===== config.mk =====
export PLATFORM = sky130hd
export DESIGN_NAME = cfp_core
export DESIGN_NICKNAME = d
export VERILOG_FILES = /design/src/cfp_pkg.sv /design/src/cfp_ctx_if.sv /design/src/cfp_phase_gen.sv /design/src/cfp_shadow.sv /design/src/cfp_core.sv
export SDC_FILE = /design/constraint.sdc
export NUM_CORES = 1
export LEC_CHECK = 0
export BUFFER_PORTS_ARGS = -buffer_cell sky130_fd_sc_hd__buf_2
export CORE_AREA = 10 10 136 201
export DETAILED_ROUTE_END_ITERATION = 12
export DIE_AREA = 0 0 146 211
export GPL_ROUTABILITY_DRIVEN = 0
export PLACE_DENSITY = 0.67
export SYNTH_ARGS = -nofsm -noshare
export SYNTH_HDL_FRONTEND = slang
export SYNTH_HIERARCHICAL = 1
export SYNTH_SLANG_ARGS = --single-unit

===== constraint.sdc =====
create_clock -name clk -period 4.6 [get_ports clk]
set_input_delay 0.23 -clock clk [delete_from_list [all_inputs] [get_ports clk]]
set_output_delay 0.23 -clock clk [all_outputs]
set_load 0.1 [all_outputs]

===== src/cfp_pkg.sv =====
/*
  Shared constants for the fetch/execute sequencer: widths, opcode codes,
  phase positions, vectors and field positions.
  Assumes a single 250 MHz core clock and 16-bit program words.
*/
package cfp_pkg;
  localparam int PC_W = 21;
  localparam int WORD_W = 16;
  localparam int STATUS_W = 5;
  localparam int BANK_W = 4;
  localparam int BYTE_W = 8;
  localparam int HIGH_W = 8;
  localparam int UPPER_W = 5;
  localparam int OPER_W = 12;
  localparam int BRA_W = 11;
  localparam int OP_HI = 15;
  localparam int OP_LO = 12;
  localparam int FAST_BIT = 8;
  localparam int PH_N = 4;
  localparam int PH_ONE = 0;
  localparam int PH_TWO = 1;
  localparam int PH_THREE = 2;
  localparam int PH_FOUR = 3;

  localparam logic [PH_N-1:0] PH_RESET = 4'h1;
  localparam logic [PC_W-1:0] PC_RESET = 21'h000000;
  localparam logic [PC_W-1:0] PC_STEP = 21'h000002;
  localparam logic [PC_W-1:0] TP_STEP = 21'h000001;
  localparam logic [PC_W-1:0] VEC_HIGH_DEF = 21'h000008;
  localparam logic [PC_W-1:0] VEC_LOW_DEF = 21'h000018;
  localparam logic PC_ALIGN = 1'b0;
  localparam logic [WORD_W-1:0] WORD_RESET = 16'hF000;

  localparam logic [3:0] OP_RET = 4'h0;
  localparam logic [3:0] OP_RETURN_WITH_LITERAL = 4'h1;
  localparam logic [3:0] OP_ADDPCL = 4'h2;
  localparam logic [3:0] OP_MOVLW = 4'h3;
  localparam logic [3:0] OP_MOVLB = 4'h4;
  localparam logic [3:0] OP_LATH = 4'h5;
  localparam logic [3:0] OP_LATU = 4'h6;
  localparam logic [3:0] OP_TBLRD = 4'h7;
  localparam logic [3:0] OP_TABLE_POINTER = 4'h8;
  localparam logic [3:0] OP_STATUS = 4'h9;
  localparam logic [3:0] OP_SKPWZ = 4'hA;
  localparam logic [3:0] OP_BRA = 4'hC;
  localparam logic [3:0] OP_CALL = 4'hD;
  localparam logic [3:0] OP_GOTO = 4'hE;
  localparam logic [3:0] OP_OPERAND = 4'hF;

  localparam logic [BYTE_W-1:0] BYTE_ZERO = 8'h00;
  localparam logic [STATUS_W-1:0] STATUS_RESET = 5'h00;
  localparam logic [BANK_W-1:0] BANK_RESET = 4'h0;
  localparam logic [PC_W-1:0] TP_RESET = 21'h000000;
endpackage


===== src/cfp_ctx_if.sv =====
/*
  Context carrier between the sequencer and its shadow store.
  Assumes both ends sit on the same core clock.
*/
`timescale 1ns/1ns
interface cfp_ctx_if;
  import cfp_pkg::*;
  logic [BYTE_W-1:0] working;
  logic [STATUS_W-1:0] status;
  logic [BANK_W-1:0] bank;
  logic save;
  logic [BYTE_W-1:0] sh_working;
  logic [STATUS_W-1:0] sh_status;
  logic [BANK_W-1:0] sh_bank;
  logic sh_valid;
  modport core (output working, status, bank, save, input sh_working, sh_status, sh_bank, sh_valid);
  modport store (input working, status, bank, save, output sh_working, sh_status, sh_bank, sh_valid);
endinterface


===== src/cfp_phase_gen.sv =====
/*
  Divides the core clock into four one-hot phase enables.
  Assumes synchronous active-low reset.
*/
`timescale 1ns/1ns
module cfp_phase_gen
  import cfp_pkg::*;
(
  input wire logic clk,
  input wire logic rst_n,
  output logic [PH_N-1:0] phase
);
  // Rotating one-hot keeps the phases non-overlapping
  always_ff @(posedge clk) begin
    if (!rst_n) begin
      phase <= PH_RESET;
    end else begin
      phase <= {phase[PH_N-2:0], phase[PH_N-1]};
    end
  end
endmodule


===== src/cfp_shadow.sv =====
/*
  One-level shadow of status, working and bank select.
  Has no software port; only the sequencer's save strobe loads it.
*/
`timescale 1ns/1ns
module cfp_shadow (
  input wire logic clk,
  input wire logic rst_n,
  cfp_ctx_if.store ctx
);
  // Data carries no reset: undefined until the first save
  always_ff @(posedge clk) begin
    if (ctx.save) begin
      ctx.sh_working <= ctx.working;
      ctx.sh_status <= ctx.status;
      ctx.sh_bank <= ctx.bank;
    end
  end

  always_ff @(posedge clk) begin
    if (!rst_n) begin
      ctx.sh_valid <= 1'b0;
    end else if (ctx.save) begin
      ctx.sh_valid <= 1'b1;
    end
  end
endmodule


===== src/cfp_core.sv =====
/*
  Four-phase fetch/execute sequencer with fast context shadow.
  Assumes program memory returns pm_data for pm_addr within three clocks,
  table data for tbl_addr within two, and an outside return stack.
*/
`timescale 1ns/1ns
module cfp_core
  import cfp_pkg::*;
#(
  parameter logic [PC_W-1:0] VEC_HIGH = VEC_HIGH_DEF,
  parameter logic [PC_W-1:0] VEC_LOW = VEC_LOW_DEF
) (
  input wire logic clk,
  input wire logic rst_n,
  output logic [PC_W-1:0] pm_addr,
  input wire logic [WORD_W-1:0] pm_data,
  output logic [PC_W-1:0] tbl_addr,
  input wire logic [BYTE_W-1:0] tbl_data,
  input wire logic irq_req,
  input wire logic irq_high,
  output logic irq_ack,
  output logic ret_push,
  output logic [PC_W-1:0] ret_push_addr,
  output logic ret_pop,
  input wire logic [PC_W-1:0] ret_top,
  output logic [PC_W-1:0] pc,
  output logic [WORD_W-1:0] instruction_holding_reg,
  output logic [BYTE_W-1:0] working_register,
  output logic [STATUS_W-1:0] status,
  output logic [BANK_W-1:0] bank_select_register,
  output logic [HIGH_W-1:0] pc_high_latch,
  output logic [UPPER_W-1:0] pc_upper_latch,
  output logic [PC_W-1:0] table_pointer,
  output logic [BYTE_W-1:0] table_latch,
  output logic [PH_N-1:0] phase,
  output logic shadow_valid
);
  function automatic logic [3:0] op_of(input logic [WORD_W-1:0] w);
    op_of = w[OP_HI:OP_LO];
  endfunction

  function automatic logic is_fast(input logic [WORD_W-1:0] w);
    is_fast = w[FAST_BIT];
  endfunction

  // Two-word target: word address from both words, byte bit forced even
  function automatic logic [PC_W-1:0] abs_target(input logic [WORD_W-1:0] first, input logic [WORD_W-1:0] second);
    abs_target = {second[OPER_W-1:0], first[BYTE_W-1:0], PC_ALIGN};
  endfunction

  cfp_ctx_if ctx ();

  logic phase_one;
  logic phase_two;
  logic phase_four;
  logic [WORD_W-1:0] fetch_word;
  logic fetch_valid;
  logic ir_valid;
  logic dec_live;
  logic [3:0] dec_op;
  logic redirect;
  logic skip;
  logic take_irq;
  logic fast_save;
  logic fast_restore;
  logic save_late;
  logic [PC_W-1:0] next_pc;
  logic [BYTE_W-1:0] pcl_sum;
  logic [PC_W-1:0] bra_off;

  cfp_phase_gen u_phase (
    .clk(clk),
    .rst_n(rst_n),
    .phase(phase)
  );

  cfp_shadow u_shadow (
    .clk(clk),
    .rst_n(rst_n),
    .ctx(ctx)
  );

  assign phase_one = phase[PH_ONE];
  assign phase_two = phase[PH_TWO];
  assign phase_four = phase[PH_FOUR];
  assign ctx.working = working_register;
  assign ctx.status = status;
  assign ctx.bank = bank_select_register;
  assign shadow_valid = ctx.sh_valid;

  // Execute decision, resolved in phase four
  always_comb begin
    redirect = 1'b0;
    skip = 1'b0;
    take_irq = 1'b0;
    fast_save = 1'b0;
    fast_restore = 1'b0;
    next_pc = pc;
    pcl_sum = pm_addr[BYTE_W-1:0] + working_register;
    bra_off = {{(PC_W-BRA_W-1){instruction_holding_reg[BRA_W-1]}},
               instruction_holding_reg[BRA_W-1:0], PC_ALIGN};
    if (dec_live) begin
      case (dec_op)
        OP_GOTO: begin
          redirect = 1'b1;
          next_pc = abs_target(instruction_holding_reg, pm_data);
        end
        OP_CALL: begin
          redirect = 1'b1;
          fast_save = is_fast(instruction_holding_reg);
          next_pc = abs_target(instruction_holding_reg, pm_data);
        end
        OP_BRA: begin
          redirect = 1'b1;
          next_pc = pm_addr + bra_off;
        end
        OP_RET: begin
          redirect = 1'b1;
          fast_restore = is_fast(instruction_holding_reg);
          next_pc = ret_top;
        end
        OP_RETURN_WITH_LITERAL: begin
          redirect = 1'b1;
          next_pc = ret_top;
        end
        OP_ADDPCL: begin
          redirect = 1'b1;
          // Odd offsets are forced even; software owes an even count
          next_pc = {pc_upper_latch, pc_high_latch, pcl_sum[BYTE_W-1:1], PC_ALIGN};
        end
        OP_SKPWZ: begin
          skip = (working_register == BYTE_ZERO);
        end
        default: begin
        end
      endcase
    end
    // Entry only on a non-branching boundary; the word in flight is discarded
    if (irq_req && !redirect && !skip) begin
      take_irq = 1'b1;
      redirect = 1'b1;
      next_pc = irq_high ? VEC_HIGH : VEC_LOW;
    end
  end

  // Copy taken one clock late, so a result written in phase four is included
  always_ff @(posedge clk) begin
    if (!rst_n) begin
      save_late <= 1'b0;
    end else begin
      save_late <= phase_four && (take_irq || fast_save);
    end
  end

  assign ctx.save = save_late;

  // Program counter and fetch address
  always_ff @(posedge clk) begin
    if (!rst_n) begin
      pc <= PC_RESET;
      pm_addr <= PC_RESET;
    end else if (phase_one) begin
      pm_addr <= pc;
      pc <= pc + PC_STEP;
    end else if (phase_four && redirect) begin
      pc <= next_pc;
    end
  end

  // Fetch capture; a branch or skip drops the overlapped word
  always_ff @(posedge clk) begin
    if (!rst_n) begin
      fetch_word <= WORD_RESET;
      fetch_valid <= 1'b0;
    end else if (phase_four) begin
      fetch_word <= pm_data;
      fetch_valid <= !redirect && !skip;
    end
  end

  // Latch in phase one, decode in phase two
  always_ff @(posedge clk) begin
    if (!rst_n) begin
      instruction_holding_reg <= WORD_RESET;
      ir_valid <= 1'b0;
      dec_live <= 1'b0;
      dec_op <= OP_OPERAND;
    end else if (phase_one) begin
      instruction_holding_reg <= fetch_word;
      ir_valid <= fetch_valid;
    end else if (phase_two) begin
      dec_live <= ir_valid;
      // A lone operand word decodes to no work at all
      dec_op <= op_of(instruction_holding_reg);
    end else if (phase_four) begin
      dec_live <= 1'b0;
    end
  end

  // Working register, destination written in phase four
  always_ff @(posedge clk) begin
    if (!rst_n) begin
      working_register <= BYTE_ZERO;
    end else if (phase_four && dec_live) begin
      if (fast_restore) begin
        working_register <= ctx.sh_working;
      end else if (dec_op == OP_RETURN_WITH_LITERAL || dec_op == OP_MOVLW) begin
        working_register <= instruction_holding_reg[BYTE_W-1:0];
      end
    end
  end

  // Status and bank move together on a fast return
  always_ff @(posedge clk) begin
    if (!rst_n) begin
      status <= STATUS_RESET;
      bank_select_register <= BANK_RESET;
    end else if (phase_four && dec_live) begin
      if (fast_restore) begin
        status <= ctx.sh_status;
        bank_select_register <= ctx.sh_bank;
      end else if (dec_op == OP_STATUS) begin
        status <= instruction_holding_reg[STATUS_W-1:0];
      end else if (dec_op == OP_MOVLB) begin
        bank_select_register <= instruction_holding_reg[BANK_W-1:0];
      end
    end
  end

  // Latches reach the counter only through a computed jump
  always_ff @(posedge clk) begin
    if (!rst_n) begin
      pc_high_latch <= BYTE_ZERO;
      pc_upper_latch <= STATUS_RESET;
    end else if (phase_four && dec_live) begin
      if (dec_op == OP_LATH) begin
        pc_high_latch <= instruction_holding_reg[HIGH_W-1:0];
      end else if (dec_op == OP_LATU) begin
        pc_upper_latch <= instruction_holding_reg[UPPER_W-1:0];
      end
    end
  end

  // Table read: address out in phase two, byte taken in phase four
  always_ff @(posedge clk) begin
    if (!rst_n) begin
      tbl_addr <= TP_RESET;
    end else if (phase_two && ir_valid && op_of(instruction_holding_reg) == OP_TBLRD) begin
      tbl_addr <= table_pointer;
    end
  end

  // Pointer steps by one byte after each read
  always_ff @(posedge clk) begin
    if (!rst_n) begin
      table_pointer <= TP_RESET;
      table_latch <= BYTE_ZERO;
    end else if (phase_four && dec_live) begin
      if (dec_op == OP_TBLRD) begin
        table_latch <= tbl_data;
        table_pointer <= table_pointer + TP_STEP;
      end else if (dec_op == OP_TABLE_POINTER) begin
        table_pointer <= {pc_upper_latch, pc_high_latch, instruction_holding_reg[BYTE_W-1:0]};
      end
    end
  end

  // Return stack and interrupt strobes, one clock wide each
  always_ff @(posedge clk) begin
    if (!rst_n) begin
      ret_push <= 1'b0;
    end else begin
      ret_push <= phase_four && (take_irq || (dec_live && dec_op == OP_CALL));
    end
  end

  always_ff @(posedge clk) begin
    if (!rst_n) begin
      ret_pop <= 1'b0;
    end else begin
      ret_pop <= phase_four && dec_live && (dec_op == OP_RET || dec_op == OP_RETURN_WITH_LITERAL);
    end
  end

  always_ff @(posedge clk) begin
    if (!rst_n) begin
      irq_ack <= 1'b0;
    end else begin
      irq_ack <= phase_four && take_irq;
    end
  end

  // Interrupt returns to the discarded word; a call to the word after its operand
  always_ff @(posedge clk) begin
    if (!rst_n) begin
      ret_push_addr <= PC_RESET;
    end else if (phase_four && take_irq) begin
      ret_push_addr <= pm_addr;
    end else if (phase_four && dec_live && dec_op == OP_CALL) begin
      ret_push_addr <= pc;
    end
  end
endmodule


==> impl_metrics.env <==
export IMPL_grt_max_degree=73
export IMPL_startpoint_type="flip-flop"
export IMPL_cp_slowest_stage_delay_ns=0.88
export IMPL_clockBufferDepth=3
export IMPL_die_area_um2=30800
export IMPL_synth_cell_type_count=75
export IMPL_drtIter0Drc=835
export IMPL_row_count=69
export IMPL_clk_pin_slew_ns=0.06
export IMPL_syn_nets=1248
export IMPL_fin_total_pwr_uw=4110
export IMPL_wirelength_mm=35.3
export IMPL_skew_ns=0.0112
export IMPL_die_x_um=146
export IMPL_synth_main_ff_cell="dfxtp_1"
export IMPL_tightest_slew_ns=0.866
export IMPL_crit_required_ns=5.01
export IMPL_cts_buffers=22
export IMPL_synthCells=1170
export IMPL_placed_cell_area_um2=11500
export IMPL_cts_root_buf="clkbuf_16"
export IMPL_antenna_found_initial=7
export IMPL_hold_ws_ns=0.0122
export IMPL_cp_slowest_cell="and4b_1"
export IMPL_synthToLayoutAreaGrowth_pct=20.9
export IMPL_synth_area_um2=10300
export IMPL_setup_tns_ns=0
export IMPL_drc=0
export IMPL_period_share_pct=66.8
export IMPL_yosysSeqAreaShare_pct=42.1
export IMPL_report_final_slew_viol_count=0
export IMPL_hold_violations=0
export IMPL_ys_ff_latch=208
export IMPL_grt_pass1_vias=9495
export IMPL_status="completed"
export IMPL_maxCapViolCount=0
export IMPL_rsz0062_at_grt="no"
export IMPL_ir_worst_vdd_mv=0.243
export IMPL_min_path_type="input port to flip-flop"
export IMPL_dr_max_layer_used="met5"
export IMPL_nNetsFinal=1440
export IMPL_period_needed_ns=3.07
export IMPL_insertion_delay_ns=0.52
export IMPL_wl_met3_mm=2.32
export IMPL_nFillCells=2222
export IMPL_dpl_cell_count=1642
export IMPL_whs_path_depth=3
export IMPL_htreeDepth=1
export IMPL_yosysWarningCount=6
export IMPL_timing_fmax_mhz=325
export IMPL_cp_top_family="simple AND/OR/NAND/NOR gates"
export IMPL_dpl_hpwl_mm=26.1
export IMPL_worst_setup_path_type="flip-flop to flip-flop"
export IMPL_power_density_nw_per_um2=331
export IMPL_drive_gt1_share_pct=20.8
export IMPL_viasPerCell=5.71
export IMPL_crit_chain="nor3_4 -> and4b_1 -> a21oi_1 -> nor2_4 -> nor2_1 -> a211oi_1"
export IMPL_seqCellArea_um2=4340
export IMPL_track_usage_pct=21.8
export IMPL_synth_edf_count=17
export IMPL_syn_avg_cell_area_um2=8.80
export IMPL_multi_input_area_um2=5540
export IMPL_grt_pass1_wl_mm=54.7
export IMPL_wl_met2_mm=17.6
export IMPL_via_count=9727
export IMPL_port_buffers=215
export IMPL_crit_cells=6
export IMPL_ys_async_sr_fraction_pct=0
export IMPL_die_y_um=211
export IMPL_drt_pass1_iter_count=6
export IMPL_setup_viol_count_final=0
export IMPL_ioPinCount=216
export IMPL_drtAntennaViolNets=0
export IMPL_core_area_um2=23600
export IMPL_cts_tree="built"
export IMPL_crit_buf_inv=0
export IMPL_leakagePower_uw=0.00536
export IMPL_gr_total_overflow=0
export IMPL_cts_setup_buffers=0
export IMPL_fin_area_um2=12400
export IMPL_instances_no_fill=1703
export IMPL_worstPathMaxFanout=25
export IMPL_routedWlPerCell_um=20.7
export IMPL_clock_sinks=208
export IMPL_slew_headroom_pct=42.2
export IMPL_worstPathArrival_ns=3.49
export IMPL_met1Wirelength_mm=13.7
export IMPL_start_util_pct=43.7
export IMPL_reg2reg_depth=6
export IMPL_cp_end_kind="flip-flop"
==> final timing paths <==
kind,start,slack [ns],to
worst min-delay path,pm_data[6],0.01,fetch_word[6]
worst min register to register,ret_push_addr[16],0.45,ret_push_addr[16]
worst max register to register,dec_op[1],1.53,working_register[2]
worst max-delay path,dec_op[1],1.53,working_register[2]
==> cells in the final DEF (no fill, tap or decap), types with 15 or more instances in the layout <==
| master | n |
|---|---|
| a211oi_1 | 22 |
| a21oi_1 | 123 |
| dfxtp_1 | 190 |
| nor2_1 | 157 |
| nand3_1 | 22 |
| edfxtp_1 | 17 |
| clkbuf_16 | 24 |
| mux2i_1 | 95 |
| ha_1 | 27 |
| o21ai_0 | 43 |
| xnor2_1 | 17 |
| xor2_1 | 20 |
| nand2_1 | 105 |
| dlygate4sd3_1 | 15 |
| buf_2 | 215 |
| a22oi_1 | 29 |
==> repair_timing <==
action,CTS,global route
hold buffers,15,0
gates resized for setup,0,0
endpoints found under the hold margin,15,0
==> logic make-up after synthesis <==
| family | synth area share [%] |
|---|---|
| AND/OR/NAND/NOR | 17.8 |
| AO/OA/AOI/OAI | 19.9 |
| flip-flops | 42.1 |
| multiplexers | 9.24 |
| buffers and inverters | 4.10 |
| XOR/XNOR | 3.15 |
| adder cells (fa/ha/maj) | 3.67 |
==> through the flow <==
step                setup slack [ns]  util [%]
floorplan                       1.72         -
global placement                1.82      48.9
detailed placement              1.66      48.9
CTS                             1.59      52.7
global route                    1.32      52.8
finish                          1.53      52.8
==> tightest hold or removal path: stages <==
cell and delay, ns:
buf_2 0.11, mux2i_1 0.07, nor2_1 0.07
==> metal layers <==
metal,track usage (%),vias up
met4,10.3,2
met3,4.52,87
met2,38.7,383
met5,0,-
met1,24.5,4625
li1,-,4630
==> power by group <==
group / switching [µW] / internal [µW] / total, µW
sequential: 44.4 / 1840 / 1890
combinational: 253 / 91.0 / 344
clock: 755 / 1120 / 1880
total: 1050 / 3060 / 4110
==> cell type report <==
class	count	share of cell area (%)
inverters	15	0.473
flip-flops and latches	208	34.9
repair buffers	244	10.7
clock buffers	31	5.04
multi-input cells	871	44.5
diodes	6	0.121
clock inverters	9	1.04
well taps	319	3.21
==> Yosys cell counts (20+ instances only) <==
master	number	area (µm²)
o21ai_0	44	220
nand3_1	22	110
a22oi_1	29	218
a211oi_1	22	165
mux2i_1	95	951
nand2_1	105	394
clkbuf_1	48	180
nor2_1	157	589
dfxtp_1	191	3820
xor2_1	20	175
a21oi_1	123	616
ha_1	27	338
No activity file was read; power rests on OpenSTA's default activity.
